### config.mk
export PLATFORM = sky130hd
export DESIGN_NAME = fpsc_panel
export DESIGN_NICKNAME = d
export VERILOG_FILES = /design/src/rtl/fpsc_pkg.sv /design/src/rtl/fpsc_panel.sv
export SDC_FILE = /design/constraint.sdc
export NUM_CORES = 1
export LEC_CHECK = 0
export BUFFER_PORTS_ARGS = -buffer_cell sky130_fd_sc_hd__clkbuf_2
export CAP_MARGIN = 20
export CELL_PAD_IN_SITES_DETAIL_PLACEMENT = 2
export CELL_PAD_IN_SITES_GLOBAL_PLACEMENT = 2
export CORE_MARGIN = 2
export CORE_UTILIZATION = 39
export DETAILED_ROUTE_END_ITERATION = 12
export MAX_ROUTING_LAYER = met4
export PLACE_DENSITY = 0.86
export SLEW_MARGIN = 20
export SYNTH_ARGS = -nofsm -noshare
export SYNTH_HDL_FRONTEND = slang
export SYNTH_SLANG_ARGS = --single-unit
### constraint.sdc
create_clock -name pclk -period 4.9 [get_ports pclk]
set_clock_uncertainty 0.15 [all_clocks]
set_input_delay 1.225 -clock pclk [delete_from_list [all_inputs] [get_ports pclk]]
set_output_delay 1.225 -clock pclk [all_outputs]
set_load 0.05 [all_outputs]
### src/rtl/fpsc_pkg.sv
package fpsc_pkg;
  // Timing base
  localparam int CLK_HZ = 40_000_000;
  localparam int CYC_PER_MS = CLK_HZ / 1000;
  localparam int STEP_MS = 300;
  localparam int IDLE_MS = 2000;
  localparam int DROP_MS = 20;
  localparam int FLASH_MS = 200;
  localparam int IDENT_MS = 1000;
  localparam int STEP_CYC = CYC_PER_MS * STEP_MS;
  localparam int IDLE_CYC = CYC_PER_MS * IDLE_MS;
  localparam int DROP_CYC = CYC_PER_MS * DROP_MS;
  localparam int FLASH_CYC = CYC_PER_MS * FLASH_MS;
  localparam int IDENT_CYC = CYC_PER_MS * IDENT_MS;
  // Steps held at one interval before the repeat speeds up
  localparam logic [1:0] ACC_HOLD = 2'd3;
  localparam logic [1:0] ACC_TOP = 2'd3;

  // Voltage in 0.1 V, frequency in 0.1 Hz, current limit in 1 A
  localparam logic [11:0] V_LO_MAX = 12'h5dc;
  localparam logic [11:0] V_HI_MAX = 12'hbb8;
  localparam logic [12:0] F_MIN = 13'h01c2;
  localparam logic [12:0] F_MAX = 13'h1388;
  localparam logic [12:0] F_BAND = 13'h03e8;
  localparam logic [12:0] F_FINE = 13'h0001;
  localparam logic [12:0] F_COARSE = 13'h000a;
  localparam logic [12:0] F_50 = 13'h01f4;
  localparam logic [12:0] F_60 = 13'h0258;
  localparam logic [6:0] I_OFF = 7'h00;
  localparam logic [6:0] I_MAX = 7'h7f;

  // APB byte offsets
  localparam logic [7:0] OFS_STATUS = 8'h00;
  localparam logic [7:0] OFS_SETPT = 8'h04;
  localparam logic [7:0] OFS_VLIM = 8'h08;
  localparam logic [7:0] OFS_SLOT1 = 8'h0c;
  localparam logic [7:0] OFS_SLOT2 = 8'h10;
  localparam logic [7:0] OFS_SLOT3 = 8'h14;

  // Arbitrary identity values
  localparam logic [11:0] MODEL_ID = 12'h0a5;
  localparam logic [6:0] FW_VER = 7'h12;
  localparam logic [3:0] ERR_OVERCURRENT = 4'h1;

  typedef struct packed {
    logic v_up, v_dn, f_up, f_dn, i_up, i_dn;
    logic p50, p60, rng, outk, lock, ppf;
    logic [2:0] slot;
  } fpsc_keys_t;

  typedef struct packed {
    logic [6:0] cur;
    logic [12:0] freq;
    logic [11:0] volt;
  } fpsc_set_t;

  typedef struct packed {
    logic [3:0] rsv1;
    logic [11:0] hi;
    logic [3:0] rsv0;
    logic [11:0] lo;
  } fpsc_vlim_t;

  localparam fpsc_set_t SET_RST = '{cur: I_OFF, freq: F_60, volt: 12'h000};
  localparam fpsc_vlim_t VLIM_RST = '{4'h0, V_HI_MAX, 4'h0, 12'h000};

  // Gray codes along normal -> volt -> freq -> cur
  typedef enum logic [1:0] {
    MD_NORMAL = 2'b00,
    MD_VOLT = 2'b01,
    MD_FREQ = 2'b11,
    MD_CUR = 2'b10
  } fpsc_mode_t;
endpackage

### src/rtl/fpsc_panel.sv
`timescale 1ns/100ps
// Behaviour
// - Voltage keys step the setpoint every 0.3 s, faster while held.
// - Frequency keys step every 0.3 s and accelerate while held.
// - Voltage idle 2 s: flash once, latch setpoint, leave voltage mode.
// - Frequency idle 2 s: flash once, latch setpoint, leave frequency mode.
// - Frequency step 0.1 Hz below 100 Hz, 1 Hz from 100 to 500.
// - Preset keys load 50 Hz or 60 Hz whenever the panel is unlocked and past the power-on identity display.
// - Two voltage ranges, 0-150 V and 0-300 V, toggled by range key.
// - Range never changes by itself, only on the range key.
// - Range toggle with output on keeps setpoint, drops output 20 ms.
// - Refuse a range toggle that conflicts with the stored voltage limits.
// - Voltage adjustable in standby and with output on.
// - Output key toggles output, or clears a latched fault; its indicator lit while on and through range dropout.
// - Manual setpoint changes never write the stored slots.
// - Current limit keys adjust; 2 s idle returns to previous display.
// - Current limit OFF still limits at built-in capacity.
// - Panel lock ignores all keys but power/PF select and lock.
// - Fault shutdown shows error code on frequency display; overcurrent code.
// - At power-on show model on voltage, firmware on current display.
// - Three slots of V, F, I; slot key during test outputs them.
// - Frequency adjustable in standby and with output on.
// - Current limit adjustable in standby and with output on.
// - Frequency clamps at 45 Hz going down and 500 Hz going up.
module fpsc_panel
  import fpsc_pkg::*;
#(
  parameter int STEP_CYCLES = STEP_CYC,   // base repeat period
  parameter int IDLE_CYCLES = IDLE_CYC,   // commit timeout
  parameter int DROP_CYCLES = DROP_CYC,   // range change dropout
  parameter int FLASH_CYCLES = FLASH_CYC, // display flash length
  parameter int IDENT_CYCLES = IDENT_CYC  // power-on identity time
) (
  input wire logic pclk,              // APB clock
  input wire logic presetn,           // async reset, low
  input wire logic psel,              // APB select
  input wire logic penable,           // APB enable
  input wire logic pwrite,            // APB direction
  input wire logic [7:0] paddr,       // APB byte address
  input wire logic [31:0] pwdata,     // APB write data
  output logic [31:0] prdata,         // APB read data
  output logic pready,                // APB ready
  output logic pslverr,               // APB error
  input wire fpsc_keys_t keys_raw,    // pushbuttons, high pressed
  input wire logic oc_fault_raw,      // overcurrent trip
  output logic [11:0] volt_disp,      // voltage display value
  output logic [12:0] freq_disp,      // frequency display value
  output logic [6:0] cur_disp,        // current display value
  output logic err_show,              // freq display holds error code
  output logic [11:0] volt_out,       // latched voltage setpoint
  output logic [12:0] freq_out,       // latched frequency setpoint
  output logic [6:0] cur_lim,         // effective current limit
  output logic out_en,                // power stage enable
  output logic out_led,               // output indicator
  output logic lo_rng_led,            // low range indicator
  output logic hi_rng_led,            // high range indicator
  output logic lock_led,              // lock indicator
  output logic [2:0] slot_led,        // selected slot indicators
  output logic ppf_sel,               // power/PF display select
  output logic flash_volt,            // voltage display blank
  output logic flash_freq,            // frequency display blank
  output logic id_show                // identity shown
);
  localparam int RW = $clog2(STEP_CYCLES + 1);
  localparam int IW = $clog2(IDLE_CYCLES + 1);
  localparam int DW = $clog2(DROP_CYCLES + 1);
  localparam int FW = $clog2(FLASH_CYCLES + 1);
  localparam int NW = $clog2(IDENT_CYCLES + 1);

  if (STEP_CYCLES < 8 || IDLE_CYCLES < 2 || DROP_CYCLES < 2 ||
      FLASH_CYCLES < 2 || IDENT_CYCLES < 2) begin : g_bad_param
    $error("fpsc_panel: timing parameters too small");
  end

  // Pin synchroniser, a bit moves once stages two and three agree
  logic [15:0] raw, s1_ff, s2_ff, s3_ff, db_ff, prv_ff, nxt_db;
  assign raw = {keys_raw, oc_fault_raw};
  assign nxt_db = (s3_ff & ~(s2_ff ^ s3_ff)) | (db_ff & (s2_ff ^ s3_ff));

  always_ff @(posedge pclk or negedge presetn) begin
    if (!presetn) begin
      s1_ff <= '0;
      s2_ff <= '0;
      s3_ff <= '0;
      db_ff <= '0;
      prv_ff <= '0;
    end else begin
      s1_ff <= raw;
      s2_ff <= s1_ff;
      s3_ff <= s2_ff;
      db_ff <= nxt_db;
      prv_ff <= db_ff;
    end
  end

  fpsc_keys_t keys, press, ok, pr, hd;
  assign keys = fpsc_keys_t'(db_ff[15:1]);
  assign press = fpsc_keys_t'(db_ff[15:1] & ~prv_ff[15:1]);

  // Panel state
  logic [11:0] volt_ff, nxt_volt, vmax;
  logic [12:0] freq_ff, nxt_freq;
  logic [6:0] cur_ff, nxt_cur;
  fpsc_set_t set_ff, nxt_set;
  fpsc_mode_t mode_ff, nxt_mode, prev_ff, nxt_prev;
  logic rng_ff, nxt_rng, on_ff, nxt_on, flt_ff, nxt_flt;
  logic lock_ff, nxt_lock, ppf_ff, nxt_ppf, flv_ff, nxt_flv;
  logic flf_ff, nxt_flf;
  logic [2:0] sel_ff, nxt_sel;
  logic [1:0] lvl_ff, nxt_lvl, lcnt_ff, nxt_lcnt;
  logic [RW-1:0] rpt_ff, nxt_rpt;
  logic [IW-1:0] idle_ff, nxt_idle;
  logic [DW-1:0] drop_ff, nxt_drop;
  logic [FW-1:0] fl_ff, nxt_fl;
  logic [NW-1:0] id_ff, nxt_id;
  logic stp, adj_pr, adj_hd;
  fpsc_vlim_t vlim_ff, nxt_vlim;
  fpsc_set_t slot_ff [3];
  fpsc_set_t nxt_slot [3];

  always_comb begin
    ok = '1;
    if (id_ff != '0) begin
      ok = '0;
    end else if (lock_ff) begin
      ok = '0;
      ok.lock = 1'b1;
      ok.ppf = 1'b1;
    end
    pr = fpsc_keys_t'(press & ok);
    hd = fpsc_keys_t'(keys & ok);
  end

  assign adj_pr = pr.v_up | pr.v_dn | pr.f_up | pr.f_dn | pr.i_up | pr.i_dn;
  assign adj_hd = hd.v_up | hd.v_dn | hd.f_up | hd.f_dn | hd.i_up | hd.i_dn;

  always_comb begin
    nxt_volt = volt_ff;
    nxt_freq = freq_ff;
    nxt_cur = cur_ff;
    nxt_set = set_ff;
    nxt_mode = mode_ff;
    nxt_prev = prev_ff;
    nxt_rng = rng_ff;
    nxt_on = on_ff;
    nxt_flt = flt_ff;
    nxt_lock = lock_ff;
    nxt_ppf = ppf_ff;
    nxt_flv = flv_ff;
    nxt_flf = flf_ff;
    nxt_sel = sel_ff;
    nxt_lvl = lvl_ff;
    nxt_lcnt = lcnt_ff;
    nxt_rpt = rpt_ff;
    nxt_idle = idle_ff;
    nxt_drop = drop_ff;
    nxt_fl = fl_ff;
    nxt_id = id_ff;
    stp = 1'b0;
    vmax = rng_ff ? V_HI_MAX : V_LO_MAX;
    if (vlim_ff.hi < vmax) begin
      vmax = vlim_ff.hi;
    end
    if (id_ff != '0) begin
      nxt_id = id_ff - NW'(1);
    end
    if (drop_ff != '0) begin
      nxt_drop = drop_ff - DW'(1);
    end
    if (fl_ff != '0) begin
      nxt_fl = fl_ff - FW'(1);
    end else begin
      nxt_flv = 1'b0;
      nxt_flf = 1'b0;
    end

    if (adj_pr) begin
      stp = 1'b1;
      nxt_rpt = RW'(STEP_CYCLES - 1);
      nxt_lvl = '0;
      nxt_lcnt = '0;
    end else if (adj_hd) begin
      if (rpt_ff == '0) begin
        stp = 1'b1;
        nxt_lcnt = lcnt_ff + 2'd1;
        if (lcnt_ff == ACC_HOLD && lvl_ff != ACC_TOP) begin
          nxt_lvl = lvl_ff + 2'd1;
        end
        nxt_rpt = RW'((STEP_CYCLES >> nxt_lvl) - 1);
      end else begin
        nxt_rpt = rpt_ff - RW'(1);
      end
    end

    if (stp) begin
      nxt_idle = IW'(IDLE_CYCLES - 1);
      if (hd.v_up | hd.v_dn) begin
        nxt_mode = MD_VOLT;
        if (hd.v_up && volt_ff < vmax) begin
          nxt_volt = volt_ff + 12'd1;
        end else if (hd.v_dn && volt_ff > vlim_ff.lo) begin
          nxt_volt = volt_ff - 12'd1;
        end
      end else if (hd.f_up | hd.f_dn) begin
        nxt_mode = MD_FREQ;
        if (hd.f_up) begin
          if (freq_ff < F_BAND) begin
            nxt_freq = freq_ff + F_FINE;
          end else if (freq_ff <= F_MAX - F_COARSE) begin
            nxt_freq = freq_ff + F_COARSE;
          end else begin
            nxt_freq = F_MAX;
          end
        end else if (freq_ff > F_BAND) begin
          nxt_freq = freq_ff - F_COARSE;
        end else if (freq_ff > F_MIN) begin
          nxt_freq = freq_ff - F_FINE;
        end
      end else begin
        if (mode_ff != MD_CUR) begin
          nxt_prev = mode_ff;
        end
        nxt_mode = MD_CUR;
        if (hd.i_up && cur_ff != I_MAX) begin
          nxt_cur = cur_ff + 7'd1;
        end else if (hd.i_dn && cur_ff != I_OFF) begin
          nxt_cur = cur_ff - 7'd1;
        end
      end
    end else if (mode_ff != MD_NORMAL) begin
      if (idle_ff != '0) begin
        nxt_idle = idle_ff - IW'(1);
      end else begin
        nxt_mode = MD_NORMAL;
        unique case (mode_ff)
          MD_VOLT: begin
            nxt_set.volt = volt_ff;
            nxt_flv = 1'b1;
            nxt_fl = FW'(FLASH_CYCLES - 1);
          end
          MD_FREQ: begin
            nxt_set.freq = freq_ff;
            nxt_flf = 1'b1;
            nxt_fl = FW'(FLASH_CYCLES - 1);
          end
          MD_CUR: begin
            nxt_set.cur = cur_ff;
            nxt_mode = prev_ff;
            nxt_idle = IW'(IDLE_CYCLES - 1);
          end
          MD_NORMAL: begin
          end
        endcase
      end
    end

    if (pr.p50) begin
      nxt_freq = F_50;
      nxt_set.freq = F_50;
    end else if (pr.p60) begin
      nxt_freq = F_60;
      nxt_set.freq = F_60;
    end

    if (pr.rng && (rng_ff ? vlim_ff.lo <= V_LO_MAX : 1'b1)) begin
      nxt_rng = ~rng_ff;
      if (on_ff) begin
        nxt_drop = DW'(DROP_CYCLES - 1);
      end
    end

    if (on_ff && pr.slot != 3'b000) begin
      for (int k = 2; k >= 0; k--) begin
        if (pr.slot[k]) begin
          nxt_sel = 3'b001 << k;
          nxt_volt = slot_ff[k].volt;
          nxt_freq = slot_ff[k].freq;
          nxt_cur = slot_ff[k].cur;
          nxt_set = slot_ff[k];
        end
      end
      nxt_mode = MD_NORMAL;
    end

    if (pr.lock) begin
      nxt_lock = ~lock_ff;
    end
    if (pr.ppf) begin
      nxt_ppf = ~ppf_ff;
    end
    if (pr.outk) begin
      if (flt_ff) begin
        nxt_flt = 1'b0;
      end else begin
        nxt_on = ~on_ff;
      end
    end
    if (db_ff[0] && on_ff) begin
      nxt_on = 1'b0;
      nxt_flt = 1'b1;
    end
  end

  always_ff @(posedge pclk or negedge presetn) begin
    if (!presetn) begin
      volt_ff <= SET_RST.volt;
      freq_ff <= SET_RST.freq;
      cur_ff <= SET_RST.cur;
      set_ff <= SET_RST;
      mode_ff <= MD_NORMAL;
      prev_ff <= MD_NORMAL;
      rng_ff <= 1'b0;
      on_ff <= 1'b0;
      flt_ff <= 1'b0;
      lock_ff <= 1'b0;
      ppf_ff <= 1'b0;
      flv_ff <= 1'b0;
      flf_ff <= 1'b0;
      sel_ff <= 3'b000;
      lvl_ff <= '0;
      lcnt_ff <= '0;
      rpt_ff <= '0;
      idle_ff <= '0;
      drop_ff <= '0;
      fl_ff <= '0;
      id_ff <= NW'(IDENT_CYCLES - 1);
    end else begin
      volt_ff <= nxt_volt;
      freq_ff <= nxt_freq;
      cur_ff <= nxt_cur;
      set_ff <= nxt_set;
      mode_ff <= nxt_mode;
      prev_ff <= nxt_prev;
      rng_ff <= nxt_rng;
      on_ff <= nxt_on;
      flt_ff <= nxt_flt;
      lock_ff <= nxt_lock;
      ppf_ff <= nxt_ppf;
      flv_ff <= nxt_flv;
      flf_ff <= nxt_flf;
      sel_ff <= nxt_sel;
      lvl_ff <= nxt_lvl;
      lcnt_ff <= nxt_lcnt;
      rpt_ff <= nxt_rpt;
      idle_ff <= nxt_idle;
      drop_ff <= nxt_drop;
      fl_ff <= nxt_fl;
      id_ff <= nxt_id;
    end
  end

  // Registered outputs
  logic [11:0] nxt_vd;
  logic [12:0] nxt_fd;
  logic [6:0] nxt_cd, nxt_cl;
  logic nxt_oe;
  always_comb begin
    nxt_vd = (id_ff != '0) ? MODEL_ID : volt_ff;
    nxt_cd = (id_ff != '0) ? FW_VER : cur_ff;
    nxt_fd = flt_ff ? {9'h000, ERR_OVERCURRENT} : freq_ff;
    // OFF means capacity, halved on high range
    nxt_cl = set_ff.cur;
    if (set_ff.cur == I_OFF) begin
      nxt_cl = rng_ff ? (I_MAX >> 1) : I_MAX;
    end
    // Built from next values so stage and lamp switch on the same edge
    nxt_oe = nxt_on && nxt_drop == '0;
  end

  always_ff @(posedge pclk or negedge presetn) begin
    if (!presetn) begin
      volt_disp <= '0;
      freq_disp <= '0;
      cur_disp <= '0;
      cur_lim <= '0;
      out_en <= 1'b0;
    end else begin
      volt_disp <= nxt_vd;
      freq_disp <= nxt_fd;
      cur_disp <= nxt_cd;
      cur_lim <= nxt_cl;
      out_en <= nxt_oe;
    end
  end

  assign err_show = flt_ff;
  assign volt_out = set_ff.volt;
  assign freq_out = set_ff.freq;
  assign out_led = on_ff;
  assign lo_rng_led = ~rng_ff;
  assign hi_rng_led = rng_ff;
  assign lock_led = lock_ff;
  assign slot_led = sel_ff;
  assign ppf_sel = ppf_ff;
  assign flash_volt = flv_ff;
  assign flash_freq = flf_ff;
  assign id_show = id_ff != '0;

  // APB slave, zero wait: read data is captured in the setup cycle
  logic [31:0] nxt_rd;
  logic nxt_err, wr;
  assign pready = 1'b1;
  assign wr = psel & penable & pwrite;
  always_comb begin
    nxt_vlim = vlim_ff;
    nxt_slot = slot_ff;
    nxt_rd = prdata;
    nxt_err = pslverr;
    if (psel && !penable) begin
      nxt_err = 1'b0;
      unique case (paddr)
        OFS_STATUS: nxt_rd = {20'h00000, flv_ff, flf_ff, mode_ff,
                              sel_ff, ppf_ff, flt_ff, lock_ff, rng_ff, on_ff};
        OFS_SETPT: nxt_rd = set_ff;
        OFS_VLIM: nxt_rd = vlim_ff;
        OFS_SLOT1: nxt_rd = slot_ff[0];
        OFS_SLOT2: nxt_rd = slot_ff[1];
        OFS_SLOT3: nxt_rd = slot_ff[2];
        default: begin
          nxt_rd = '0;
          nxt_err = 1'b1;
        end
      endcase
    end
    if (wr) begin
      if (paddr == OFS_VLIM) begin
        nxt_vlim = fpsc_vlim_t'(pwdata & 32'h0fff0fff);
      end
      for (int k = 0; k < 3; k++) begin
        if (paddr == OFS_SLOT1 + 8'(4 * k)) begin
          nxt_slot[k] = fpsc_set_t'(pwdata);
        end
      end
    end
  end

  always_ff @(posedge pclk or negedge presetn) begin
    if (!presetn) begin
      vlim_ff <= VLIM_RST;
      slot_ff <= '{SET_RST, SET_RST, SET_RST};
      prdata <= '0;
      pslverr <= 1'b0;
    end else begin
      vlim_ff <= nxt_vlim;
      slot_ff <= nxt_slot;
      prdata <= nxt_rd;
      pslverr <= nxt_err;
    end
  end
endmodule // fpsc_panel

==> key figures <==
Outcome
  • Status: completed

Worst setup path
  • Top Family by Delay on Critical Path: simple AND/OR/NAND/NOR gates
  • R2R cell count: 16
  • CP peak stage delay: 0.57 ns
  • Worst reg2reg setup slack: 0.25 ns
  • CP bufs+invs: 0
  • Critical-path top delay cell: or4_1
  • Worst Path Max Fanout: 7
  • CP Capture Type: flip-flop
  • Crit path DAT: 4.97 ns
  • Crit Path Class: flip-flop to flip-flop
  • Worst Setup Start Kind: flip-flop
  • Critical Path Most Common Cell: nand2_1
  • CP required: 5.22 ns
  • Crit-path cells: ha_1 > a21oi_1 > o21ai_1 > nand2_1 > nand2_1 > nand2_1 > o21ai_0 > ha_1 > or4b_1 > a211oi_1 > a21boi_4 > o2111ai_1 > or4_1 > a21oi_1 > xnor2_1 > o21ai_0
  • Worst r2r dst: volt_ff[7]
  • Reg2reg start: hi_rng_led

Floorplan
  • Die ar.: 0.0645 mm^2
  • Die width: 254 um
  • Total core area: 0.0617 mm^2
  • I/O pin cnt: 172
  • Die Ht: ~250 um
  • Initial Util: 0.395
  • Row count: between 90 and 100

Global routing
  • Largest net degree at the start of global routing: a little over 100
  • Vias in the first global route: 24000
  • Grt met1 use: 0.387
  • First-pass GRT wire length: 153000 um
  • Total gr overflow: 0
  • Initial antenna violation count: 2
  • Most used routing layer: met2
  • Gr usage total: 0.319
  • Met2 Use GR: 0.531
  • GR Util met3: 0.0408

Synth
  • Synth Register Bits: 474
  • Library cells used by synthesis: 97
  • Synth top area cells: dfrtp_1, mux2_2, dfstp_2, mux2i_1, nand2_1
  • Ys Warns: 0
  • Mapped cell area: 0.0244 mm^2
  • Top-area cell type share of the netlist area: 0.443
  • Ys async rst share: 1.00
  • Sequential-to-total area share from yosys stat: 0.489
  • Cell with the most instances after synthesis: dfrtp_1
  • Synth area leader: dfrtp_1
  • Post-synth EDFFs: 0
  • Syn_nets: 2594
  • Synth cell count leaders: dfrtp_1, nand2_1, nor2_1
  • Ys flop type: dfrtp_1
  • Cells after Synth: 2477
  • Syn avg cell area: 9.84 um^2

Worst hold path
  • End of the worst hold path: s2_ff[4]
  • Hold path cells: 0
  • Hold wc startpoint: s1_ff[4]
  • Hold Path Class: flip-flop to flip-flop

Run
  • Total of max-cap violations: 0

Routing
  • Antenna-violating nets left: 0
  • Drt total wl: between 90000 and 100000 um
  • Per-cell routed wire length: 28.5 um
  • Pre-Repair DR Iteration Count: 5
  • Via count: 21600
  • Drt first-iter violations: 1480
  • DRC violations left: 0
  • Detail-routed via count per cell: 6.16

STA
  • Final WS setup: 0.255 ns
  • Final period utilization: 0.948
  • Final setup fails: 0
  • Fmax: ~0.22 GHz
  • Hold Fails Final Rpt: 0
  • Slew @ Worst Pin: 1.21 ns
  • Slew headroom: 0.191
  • Setup TNS: 0 ns
  • Crit path time final: 4.65 ns
  • Max Slew Vio Count: 0

Place
  • Detailed placement HPWL: between 60000 and 70000 um
  • RD Place Congestion: 0.877
  • Port Buffers: 170
  • Pre-CTS setup slack: 0.384 ns
  • Area post-placement: between 0.02 and 0.03 mm^2

CTS
  • CTS Hold Bufs: 0
  • CTS tree: done
  • CTS Buffer Depth: 3
  • Cts bufs inserted: 55
  • Worst-path clk slew: about 0.070 ns
  • Clock latency on the worst-skew pair: 0.65 ns
  • Sink Count: approximately 470
  • CTS Root Cell: clkbuf_16
  • H-tree depth: 2

Finish
  • Final-layout fill cell count: 6498
  • Share of cells above drive strength 1: 0.197
  • P&R area growth vs syn: 15.2%
  • Design Area, Final: 0.0281 mm^2
  • Storage cell area: 0.0119 mm^2
  • Area of the multi-input gates: 0.0116 mm^2
  • Final-stage net count: 2731
  • Utilization after layout: 0.455

Power and ir drop
  • PwrDens: 515 mW/mm^2
  • P_leak: 12.7 nW
  • Max VDD drop: 0.000290 V
cells by family (layout without fill, tap and decap cells):
group	after synthesis	in the layout	share of synthesized area
AO/OA/AOI/OAI	551	551	0.136
buffers and inverters	204	388	0.0366
adder cells (fa/ha/maj)	72	72	0.0353
flip-flops	474	474	0.489
AND/OR/NAND/NOR	883	883	0.181
multiplexers	220	220	0.0961
other	1	3	0.000154
XOR/XNOR	72	72	0.0259
report_power, final:
part	total [W]	switching [W]	internal, W
sequential	0.00536	0.000907	0.00445
combinational	0.00456	0.00326	0.00130
clock	0.00454	0.00184	0.00270
placed cells by master (no fill, tap or decap), drive strengths merged, types with 28 or more instances in the layout:
master,Yosys,final
inv,58,59
mux2,112,112
buf,53,58
dfstp,43,43
nand2,283,283
nor4,34,34
o21ai,175,175
nand4,34,34
mux2i,108,108
nor3,83,83
or3,35,35
xnor2,48,48
nand2b,28,28
ha,56,56
dfrtp,431,431
a21oi,186,186
nor2,197,197
o22ai,32,32
clkbuf,93,238
nand3,62,62
flip-flops by register name, summed over array words and instances (netlist names), 20 cells and up, named ones only:
name     count
drop_ff     20
vlim_ff     24
rpt_ff      24
fl_ff       23
slot_ff     96
idle_ff     27
id_ff       26
prdata      32
what timing repair did:
item	4_1_cts	5_1_grt
buffers inserted	0	3
setup endpoints to repair	0	10
gates resized for setup	0	2
layout make-up:
cell class	instances	share of cell area
antenna	2	0.000178
clock buffer	70	0.0536
clock inverter	34	0.0164
inverter	58	0.00775
multi-input combinational	1799	0.413
sequential	474	0.424
tap	837	0.0373
timing repair buffer	226	0.0471
routing by layer:
metal,vias up,part of all wire
met2,757,0.49
met5,-,0
met1,11400,0.41
met3,297,0.048
li1,9132,-
met4,0,0.050
stage by stage:
step                      power (W)  cells  hold WS, ns
final                        0.0145   3500        0.193
after global routing         0.0150   3500        0.205
after CTS                    0.0144   3495        0.197
after detailed placement    0.00975   3391        0.186
after global placement      0.00952   3391        0.183
after floorplan             0.00807   2477        0.181
worst max-delay path by stage:
stage,from,to,cells past startpoint
after floorplan,hi_rng_led,volt_ff[8],17
after global placement,hi_rng_led,volt_ff[7],16
after detailed placement,hi_rng_led,volt_ff[6],17
after CTS,hi_rng_led,volt_ff[6],17
after global routing,hi_rng_led,volt_ff[8],19
final,hi_rng_led,volt_ff[7],16
worst register-to-register path: stages, from the launching register on:
cell and delay, ns:
dfrtp_2 0.45, ha_1 0.35, a21oi_1 0.24, o21ai_1 0.19, nand2_1 0.14, nand2_1 0.15
nand2_1 0.21, o21ai_0 0.12, ha_1 0.21, or4b_1 0.54, a211oi_1 0.26, a21boi_4 0.28
o2111ai_1 0.17, or4_1 0.57, a21oi_1 0.21, xnor2_1 0.15, o21ai_0 0.10
(Power assumes the default switching activity.)
